`config.mk`:
```
export PLATFORM = sky130hd
export DESIGN_NAME = pec_event_counters
export DESIGN_NICKNAME = d
export VERILOG_FILES = /design/src/pec_miss_sampler.v /design/src/pec_event_counters.v
export VERILOG_INCLUDE_DIRS = /design/src
export SDC_FILE = /design/constraint.sdc
export NUM_CORES = 1
export LEC_CHECK = 0
export BUFFER_PORTS_ARGS = -buffer_cell sky130_fd_sc_hd__buf_2
export CORE_MARGIN = 1.5
export CORE_UTILIZATION = 60
export CTS_CLUSTER_SIZE = 24
export DETAILED_ROUTE_END_ITERATION = 16
export PLACE_DENSITY = 0.85
export SYNTH_ARGS = -nofsm -noshare
export SYNTH_HDL_FRONTEND = slang
export SYNTH_SLANG_ARGS = --single-unit
```
`constraint.sdc`:
```
create_clock -name core_clk -period 9.8 [get_ports core_clk]
set_input_delay 1.96 -clock core_clk [delete_from_list [all_inputs] [get_ports core_clk]]
set_output_delay 1.96 -clock core_clk [all_outputs]
set_load 0.01 [all_outputs]
```
`src/pec_map.vh`:
```
// Register offsets, field positions and reset values of the performance event counters
`ifndef PEC_MAP_VH
`define PEC_MAP_VH

// -----------------------------------------------------------------
// Register offsets (byte addresses)
// -----------------------------------------------------------------
`define PEC_ADDR_W            12
`define PEC_OFF_CONTROL       12'hf00
`define PEC_OFF_COUNTER_0     12'hf40
`define PEC_OFF_COUNTER_1     12'hf80
`define PEC_OFF_MISS_ADDR     12'hfc0

// -----------------------------------------------------------------
// Control register fields
// -----------------------------------------------------------------
`define PEC_NODE_MASK_HI      31
`define PEC_NODE_MASK_LO      24
`define PEC_C1_HALT_BIT       23
`define PEC_C1_RUN_BIT        22
`define PEC_C1_SEL_HI         20
`define PEC_C1_SEL_LO         16
`define PEC_C0_HALT_BIT       15
`define PEC_C0_RUN_BIT        14
`define PEC_C0_SEL_HI         12
`define PEC_C0_SEL_LO         8
`define PEC_RATE_HI           3
`define PEC_RATE_LO           2
`define PEC_C1_OVFL_BIT       1
`define PEC_C0_OVFL_BIT       0

// -----------------------------------------------------------------
// Event codes and widths
// -----------------------------------------------------------------
`define PEC_EV_W              5
`define PEC_NUM_EV            20
`define PEC_EV_MISS_READ      5'h00
`define PEC_EV_MISS_WRITE     5'h01
`define PEC_EV_MISS_SHARED    5'h02
`define PEC_EV_BUS_READ       5'h0f
`define PEC_EV_BUS_WRITE      5'h10
`define PEC_EV_VICTIM_WRITE   5'h11
`define PEC_EV_CARRY0         5'h14
`define PEC_MISS_ADDR_W       29
`define PEC_SAMPLE_CNT_W      8
`define PEC_RST_WORD          32'h0000_0000
`define PEC_RST_SEL           5'h00
`define PEC_RST_MASK          8'h00
`define PEC_RST_RATE          2'h0

`endif

```
`src/pec_miss_sampler.v`:
```
// Sampler that captures the address of every nth backup-cache miss
`timescale 1ns/1ps

module pec_miss_sampler (
   core_clk,
   rst_n,
   miss_pulse,
   miss_addr,
   sample_rate,
   sampled_addr
);
`include "pec_map.vh"
   input  wire                           core_clk;
   input  wire                           rst_n;
   input  wire                           miss_pulse;
   input  wire [`PEC_MISS_ADDR_W-1:0]    miss_addr;
   input  wire [1:0]                     sample_rate;
   output reg  [`PEC_MISS_ADDR_W-1:0]    sampled_addr;

   reg  [`PEC_SAMPLE_CNT_W-1:0] miss_cnt_reg;
   reg  [`PEC_SAMPLE_CNT_W-1:0] terminal;

   // -----------------------------------------------------------------
   // Rate decode
   // -----------------------------------------------------------------
   always @* begin
      case (sample_rate)
         2'h0:    terminal = 8'h1f;
         2'h1:    terminal = 8'h3f;
         2'h2:    terminal = 8'h7f;
         2'h3:    terminal = 8'hff;
         default: terminal = 8'hff;
      endcase
   end

   // -----------------------------------------------------------------
   // Miss count and capture
   // -----------------------------------------------------------------
   // Counting against the live terminal value: a rate change takes
   // effect at once, possibly making the current interval longer.
   always @(posedge core_clk or negedge rst_n) begin
      if (!rst_n) begin
         miss_cnt_reg <= 8'h00;
         sampled_addr <= 29'h0000_0000;
      end else if (miss_pulse) begin
         if (miss_cnt_reg >= terminal) begin
            miss_cnt_reg <= 8'h00;
            sampled_addr <= miss_addr;
         end else begin
            miss_cnt_reg <= miss_cnt_reg + 8'h01;
         end
      end
   end

endmodule // pec_miss_sampler

```
`src/pec_event_counters.v`:
```
// Two 32-bit performance event counters with cascade and miss-address sampling
// Operation
// Control bits 12:8 choose the event counted by counter 0.
// Software writes zero to reserved control bits 7:4.
// Rate code 00..11 samples every 32nd, 64th, 128th, 256th miss.
// Control bit 1 flags counter 1 overflow, bit 0 counter 0 overflow.
// Resetting a counter clears its overflow flag.
// Each counter is 32 bits with its own overflow flag.
// The two counters may be chained into one 64-bit count.
// Each counter starts and stops on its own control bits.
// Counter value reads back whether stopped or running.
// A stopped counter keeps its value and resumes from it.
// Writing a counter zeroes it, clears overflow, and stops it.
// Write data to a counter register is never loaded.
// Count only selected events while the counter is enabled.
// Read, write and shared-block misses feed miss-address sampling.
// Miss-address bits 31:29 read zero; bits 28:0 hold the address.
// Events are qualified by counter select and node mask.
// Writing one to bit 22 runs counter 1; bit 23 halts it.
// Counter 1 event code 10100 counts counter 0 carry out.
// Bus reads, writes, victim writes count only for masked-in nodes.
// On wrap to zero, set overflow and keep counting.
`timescale 1ns/1ps

module pec_event_counters (
   core_clk,
   rst_n,
   reg_addr,
   reg_wdata,
   reg_wr,
   reg_rd,
   reg_rdata,
   ev_pulse,
   ev_node,
   miss_addr,
   counter0_running,
   counter1_running
);
`include "pec_map.vh"
   input  wire                           core_clk;
   input  wire                           rst_n;
   input  wire [`PEC_ADDR_W-1:0]         reg_addr;
   input  wire [31:0]                    reg_wdata;
   input  wire                           reg_wr;
   input  wire                           reg_rd;
   output reg  [31:0]                    reg_rdata;
   input  wire [`PEC_NUM_EV-1:0]         ev_pulse;
   input  wire [7:0]                     ev_node;
   input  wire [`PEC_MISS_ADDR_W-1:0]    miss_addr;
   output reg                            counter0_running;
   output reg                            counter1_running;

   // -----------------------------------------------------------------
   // State
   // -----------------------------------------------------------------
   reg  [7:0]                   node_mask_reg;
   reg  [`PEC_EV_W-1:0]         counter0_event_select_reg;
   reg  [`PEC_EV_W-1:0]         counter1_event_select_reg;
   reg  [1:0]                   miss_sample_rate_reg;
   reg                          counter0_overflow_reg;
   reg                          counter1_overflow_reg;
   reg  [31:0]                  count_value_0_reg;
   reg  [31:0]                  count_value_1_reg;
   reg  [31:0]                  count_value_0_next;
   reg  [31:0]                  count_value_1_next;
   reg                          carry0;
   reg                          inc0;
   reg                          inc1;
   reg  [`PEC_NUM_EV-1:0]       ev_qual;
   wire [`PEC_MISS_ADDR_W-1:0]  sampled_addr;
   wire                         miss_pulse;

   wire wr_ctl = reg_wr && (reg_addr == `PEC_OFF_CONTROL);
   wire wr_c0  = reg_wr && (reg_addr == `PEC_OFF_COUNTER_0);
   wire wr_c1  = reg_wr && (reg_addr == `PEC_OFF_COUNTER_1);

   // -----------------------------------------------------------------
   // Event selection
   // -----------------------------------------------------------------
   // Picks one qualified event line; codes with no source count nothing
   function pick_event;
      input [`PEC_NUM_EV-1:0] lines;
      input [`PEC_EV_W-1:0]   code;
      begin
         if (code < `PEC_NUM_EV)
            pick_event = lines[code];
         else
            pick_event = 1'b0;
      end
   endfunction

   // Node-masked bus events only count for enabled nodes
   always @* begin
      ev_qual = ev_pulse;
      if ((ev_node & node_mask_reg) == 8'h00) begin
         ev_qual[`PEC_EV_BUS_READ]    = 1'b0;
         ev_qual[`PEC_EV_BUS_WRITE]   = 1'b0;
         ev_qual[`PEC_EV_VICTIM_WRITE] = 1'b0;
      end
   end

   assign miss_pulse = ev_pulse[`PEC_EV_MISS_READ] |
                       ev_pulse[`PEC_EV_MISS_WRITE] |
                       ev_pulse[`PEC_EV_MISS_SHARED];

   // -----------------------------------------------------------------
   // Counter arithmetic
   // -----------------------------------------------------------------
   always @* begin
      inc0 = counter0_running &&
             pick_event(ev_qual, counter0_event_select_reg);
      {carry0, count_value_0_next} = {1'b0, count_value_0_reg} +
                                     {32'h0000_0000, inc0};
      if (counter1_event_select_reg == `PEC_EV_CARRY0)
         inc1 = counter1_running && carry0;
      else
         inc1 = counter1_running &&
                pick_event(ev_qual, counter1_event_select_reg);
      count_value_1_next = count_value_1_reg + {31'h0000_0000, inc1};
   end

   // -----------------------------------------------------------------
   // Control register
   // -----------------------------------------------------------------
   always @(posedge core_clk or negedge rst_n) begin
      if (!rst_n) begin
         node_mask_reg             <= `PEC_RST_MASK;
         counter0_event_select_reg <= `PEC_RST_SEL;
         counter1_event_select_reg <= `PEC_RST_SEL;
         miss_sample_rate_reg      <= `PEC_RST_RATE;
      end else if (wr_ctl) begin
         node_mask_reg             <= reg_wdata[`PEC_NODE_MASK_HI:`PEC_NODE_MASK_LO];
         counter1_event_select_reg <= reg_wdata[`PEC_C1_SEL_HI:`PEC_C1_SEL_LO];
         counter0_event_select_reg <= reg_wdata[`PEC_C0_SEL_HI:`PEC_C0_SEL_LO];
         miss_sample_rate_reg      <= reg_wdata[`PEC_RATE_HI:`PEC_RATE_LO];
      end
   end

   // -----------------------------------------------------------------
   // Counter 0
   // -----------------------------------------------------------------
   always @(posedge core_clk or negedge rst_n) begin
      if (!rst_n) begin
         count_value_0_reg     <= `PEC_RST_WORD;
         counter0_overflow_reg <= 1'b0;
         counter0_running      <= 1'b0;
      end else if (wr_c0) begin
         // Data is dropped; the write only resets and stops
         count_value_0_reg     <= `PEC_RST_WORD;
         counter0_overflow_reg <= 1'b0;
         counter0_running      <= 1'b0;
      end else begin
         count_value_0_reg <= count_value_0_next;
         if (carry0)
            counter0_overflow_reg <= 1'b1;
         if (wr_ctl && reg_wdata[`PEC_C0_HALT_BIT])
            counter0_running <= 1'b0;
         else if (wr_ctl && reg_wdata[`PEC_C0_RUN_BIT])
            counter0_running <= 1'b1;
      end
   end

   // -----------------------------------------------------------------
   // Counter 1
   // -----------------------------------------------------------------
   always @(posedge core_clk or negedge rst_n) begin
      if (!rst_n) begin
         count_value_1_reg     <= `PEC_RST_WORD;
         counter1_overflow_reg <= 1'b0;
         counter1_running      <= 1'b0;
      end else if (wr_c1) begin
         count_value_1_reg     <= `PEC_RST_WORD;
         counter1_overflow_reg <= 1'b0;
         counter1_running      <= 1'b0;
      end else begin
         count_value_1_reg <= count_value_1_next;
         if (inc1 && (count_value_1_reg == 32'hffff_ffff))
            counter1_overflow_reg <= 1'b1;
         // Halt wins if both bits are written at once
         if (wr_ctl && reg_wdata[`PEC_C1_HALT_BIT])
            counter1_running <= 1'b0;
         else if (wr_ctl && reg_wdata[`PEC_C1_RUN_BIT])
            counter1_running <= 1'b1;
      end
   end

   // -----------------------------------------------------------------
   // Miss-address sampler
   // -----------------------------------------------------------------
   pec_miss_sampler u_sampler (
      .core_clk     (core_clk),
      .rst_n        (rst_n),
      .miss_pulse   (miss_pulse),
      .miss_addr    (miss_addr),
      .sample_rate  (miss_sample_rate_reg),
      .sampled_addr (sampled_addr)
   );

   // -----------------------------------------------------------------
   // Read data
   // -----------------------------------------------------------------
   // Run and halt bits are write-only and read zero
   always @(posedge core_clk or negedge rst_n) begin
      if (!rst_n) begin
         reg_rdata <= 32'h0000_0000;
      end else if (reg_rd) begin
         case (reg_addr)
            `PEC_OFF_CONTROL:
               reg_rdata <= {node_mask_reg, 3'h0, counter1_event_select_reg,
                             3'h0, counter0_event_select_reg, 4'h0,
                             miss_sample_rate_reg, counter1_overflow_reg,
                             counter0_overflow_reg};
            `PEC_OFF_COUNTER_0: reg_rdata <= count_value_0_reg;
            `PEC_OFF_COUNTER_1: reg_rdata <= count_value_1_reg;
            `PEC_OFF_MISS_ADDR: reg_rdata <= {3'h0, sampled_addr};
            default:            reg_rdata <= 32'h0000_0000;
         endcase
      end else begin
         reg_rdata <= 32'h0000_0000;
      end
   end

endmodule // pec_event_counters

```
==> metrics.md <==
| Metric | Value |
|---|---|
| Post-DP HPWL | `13.0 mm` |
| Vias in the first global route | `6329` |
| Antenna cells | `0` |
| Worst Setup End Kind | `flip-flop` |
| Final WL | `18.8 mm` |
| Crit path max fanout | `11` |
| Maximum VDD drop | `144 uV` |
| Netlist cell types | `46` |
| Fin crit period | `5730 ps` |
| Register area share after synthesis | `between 50% and 60%` |
| Number of cell rows | `40` |
| Crit start category | `input pin` |
| Critical path required time | `10150 ps` |
| Hold crit path type | `flip-flop to flip-flop` |
| Ys async rst share | `100%` |
| Final setup viols | `0` |
| Vias | `6124` |
| CTS Hold Bufs | `0` |
| Post-CTS Setup Inserts | `0` |
| WS Path Type | `input pin to flip-flop` |
| Initial DRC count | `~570` |
| Final Hold Vio Count | `0` |
| Max Cap Viol | `0` |
| DRC viols | `0` |
| Total GRT Usage | `between 30% and 40%` |
| CTS tree | `built` |
| GR Overflow Total | `0` |
| Final Max Tran Viols | `0` |
| CTS buffer count | `17` |
| Nets@finish | `920` |
| Max clock buf depth | `2` |
| Routability congestion estimate | `0.866` |
| CORE AREA | `12200 um2` |
| Setup TNS Final | `0 ps` |
| Total design power | `around 1.6 mW` |
| Yosys warns | `0` |
| Post-Syn Nets | `between 800 and 900` |
| Clock sinks | `~160` |
| Max Clock Skew | `between 9 and 10 ps` |
| Critical Path AT | `6080 ps` |
| First-pass GRT wire length | `between 30 and 40 mm` |
| Initial core utilization | `62.2%` |
| Mean Syn Cell Area | `10.9 um2` |
| Clk_lat worst skew | `about 430 ps` |
| Status | `complete, no violations` |
| Vias/cell | `around 6.2` |
| H-tree Lvls | `4` |
| # fillers | `789` |
| Mapped cell area | `7560 um2` |
| Initial antenna violation count | `0` |
| Layout cells sized above 1 | `around 28%` |
| Largest net degree at the start of global routing | `slightly above 80` |
| Post-synth EDFFs | `0` |
| Tcrit/Tclk final | `58.5%` |
| RSZ-0062 raised after global routing | `false` |
| FMAX | `174 MHz` |
| Power Dens Cells | `182 nW/um2` |
| Leakage | `roughly 4.2 nW` |
| Die area | `13300 um2` |
| Post-route ant nets | `0` |
| Resize count post-CTS | `0` |
| Most used DFF post-synth | `dfrtp_1` |
| Reg clk slew, reported paths | `60 ps` |
| X dimension of the die | `approximately 120 um` |
| Area grow syn2layout | `18.1%` |
| Synth Register Bits | `157` |
| Worst Max-Slew Pin Slew | `1320 ps` |
| Mapped Cells | `691` |
| Num ports | `approximately 140` |
| Rel. slew slack | `12.2%` |
| DRT Pass-1 Iters | `6` |
| Post-layout util | `roughly 73%` |
| Die H | `around 120 um` |
| WL/cell | `19.0 um` |
| Port Buffer Count | `130` |
| CTS Root Cell | `clkbuf_16` |
==> worst max-delay path: stages <==
cell	delay [ps]
buf_2	80
a22oi_1	80
nand4_1	260
a22oi_1	150
o31ai_1	210
o211a_1	190
ha_1	200
ha_1	250
nand3_1	260
nor2_1	370
a31o_2	220
or2_2	130
ha_1	230
and2_1	170
and3_1	220
nand4_1	410
or3_1	500
a21oi_1	180
==> final timing paths <==
path	startpoint	end	slack (ps)	depth (start not counted)
max in group asynchronous	rst_n	u_sampler.sampled_addr[18]	6750	2
max	ev_node[6]	count_value_1_reg[30]	4070	18
min in group asynchronous	rst_n	count_value_0_reg[3]	1560	1
min reg2reg	u_sampler.sampled_addr[5]	u_sampler.sampled_addr[5]	510	1
max reg2reg	counter0_event_select_reg[0]	count_value_1_reg[30]	5180	17
min	u_sampler.sampled_addr[5]	u_sampler.sampled_addr[5]	510	1
==> per-layer routing <==
layer	routed length, um	GRT usage [%]	vias up	part of all wire (%)
met4	732	16.7	0	3.9
met2	9230	51.2	337	49
met3	1450	6.75	55	7.7
met5	0	0	-	0
met1	7380	37.9	3008	39
li1	-	-	2724	-
==> power breakdown <==
group | switching (mW) | internal (mW) | leakage [nW]
Clock | 0.264 | 0.434 | 0.296
Combinational | 0.0620 | 0.0870 | 1.77
Sequential | 0.0567 | 0.724 | 2.13
Total | 0.383 | 1.24 | 4.20
==> area by class of cell <==
| cell class | instances | area, um2 | share of cell area, % |
|---|---|---|---|
| clock buffers | 19 | 443 | 4.96 |
| flip-flops and latches | 157 | 3930 | 44.0 |
| repair buffers | 137 | 709 | 7.94 |
| inverters | 5 | 18.8 | 0.210 |
| well taps | 168 | 210 | 2.35 |
| clock inverters | 13 | 190 | 2.13 |
| multi-input cells | 489 | 3430 | 38.4 |
==> per-stage QoR <==
stage / area, um2 / worst slack [ps] / hold WS (ps) / cells
floorplan: 7560 / 4560 / 467 / 691
global placement: 8300 / 3850 / 492 / 956
detailed placement: 8300 / 3740 / 496 / 956
CTS: 8930 / 4120 / 511 / 988
global route: 8930 / 3640 / 522 / 988
finish: 8930 / 4070 / 511 / 988
==> kinds of logic (layout without fill, tap and decap cells) <==
family | Yosys count | count (layout) | share of synthesized area [%]
XOR/XNOR | 56 | 56 | 6.49
AO/OA/AOI/OAI | 133 | 133 | 12.1
AND/OR/NAND/NOR | 227 | 227 | 15.2
adder cells (fa/ha/maj) | 8 | 8 | 1.32
flip-flops | 157 | 157 | 52.0
buffers and inverters | 45 | 174 | 2.71
multiplexers | 65 | 65 | 10.2
==> synthesized netlist by cell type (2+ instances only) <==
cell type | instances | share of area, %
inv_1 | 5 | 0.25
nand3b_1 | 4 | 0.40
o22ai_1 | 2 | 0.17
and3_1 | 14 | 1.2
or3_1 | 8 | 0.66
a21oi_1 | 30 | 2.0
xnor2_1 | 14 | 1.6
dfrtp_1 | 157 | 52
nor2_1 | 81 | 4.0
o21ai_0 | 14 | 0.93
nor4_1 | 2 | 0.17
ha_1 | 8 | 1.3
a22o_1 | 10 | 1.2
buf_2 | 16 | 1.1
and2_1 | 9 | 0.74
mux2i_1 | 11 | 1.5
mux2_2 | 49 | 7.3
and4_1 | 5 | 0.58
nand4_1 | 15 | 1.2
nor2b_1 | 8 | 0.66
nand3_1 | 29 | 1.9
a31o_2 | 2 | 0.23
nor3_1 | 11 | 0.73
a41oi_1 | 2 | 0.23
mux4_2 | 5 | 1.5
a211oi_2 | 2 | 0.33
xor2_1 | 42 | 4.9
a22oi_1 | 56 | 5.6
buf_4 | 2 | 0.20
a21o_1 | 6 | 0.60
nand2_1 | 30 | 1.5
nor4b_1 | 4 | 0.46
clkbuf_1 | 20 | 0.99
a31oi_1 | 4 | 0.33
or2_2 | 3 | 0.25
==> cells in the final DEF, fill, tap and decap left out, types with 3 or more instances in the layout <==
cell type,n
dfrtp_1,157
buf_2,129
nor2_1,81
a22oi_1,56
mux2_2,49
xor2_1,42
nand2_1,30
a21oi_1,30
nand3_1,29
clkbuf_16,17
nand4_1,15
and3_1,14
o21ai_0,14
xnor2_1,14
mux2i_1,11
nor3_1,11
a22o_1,10
and2_1,9
or3_1,8
ha_1,8
nor2b_1,7
buf_4,7
a21o_1,6
inv_1,5
mux4_2,5
and4_1,5
nand3b_1,4
nor4b_1,4
a31oi_1,4
clkinvlp_4,4
bufinv_16,4
or2_2,3
clkinv_4,3
No activity file was read; power rests on OpenSTA's default activity.
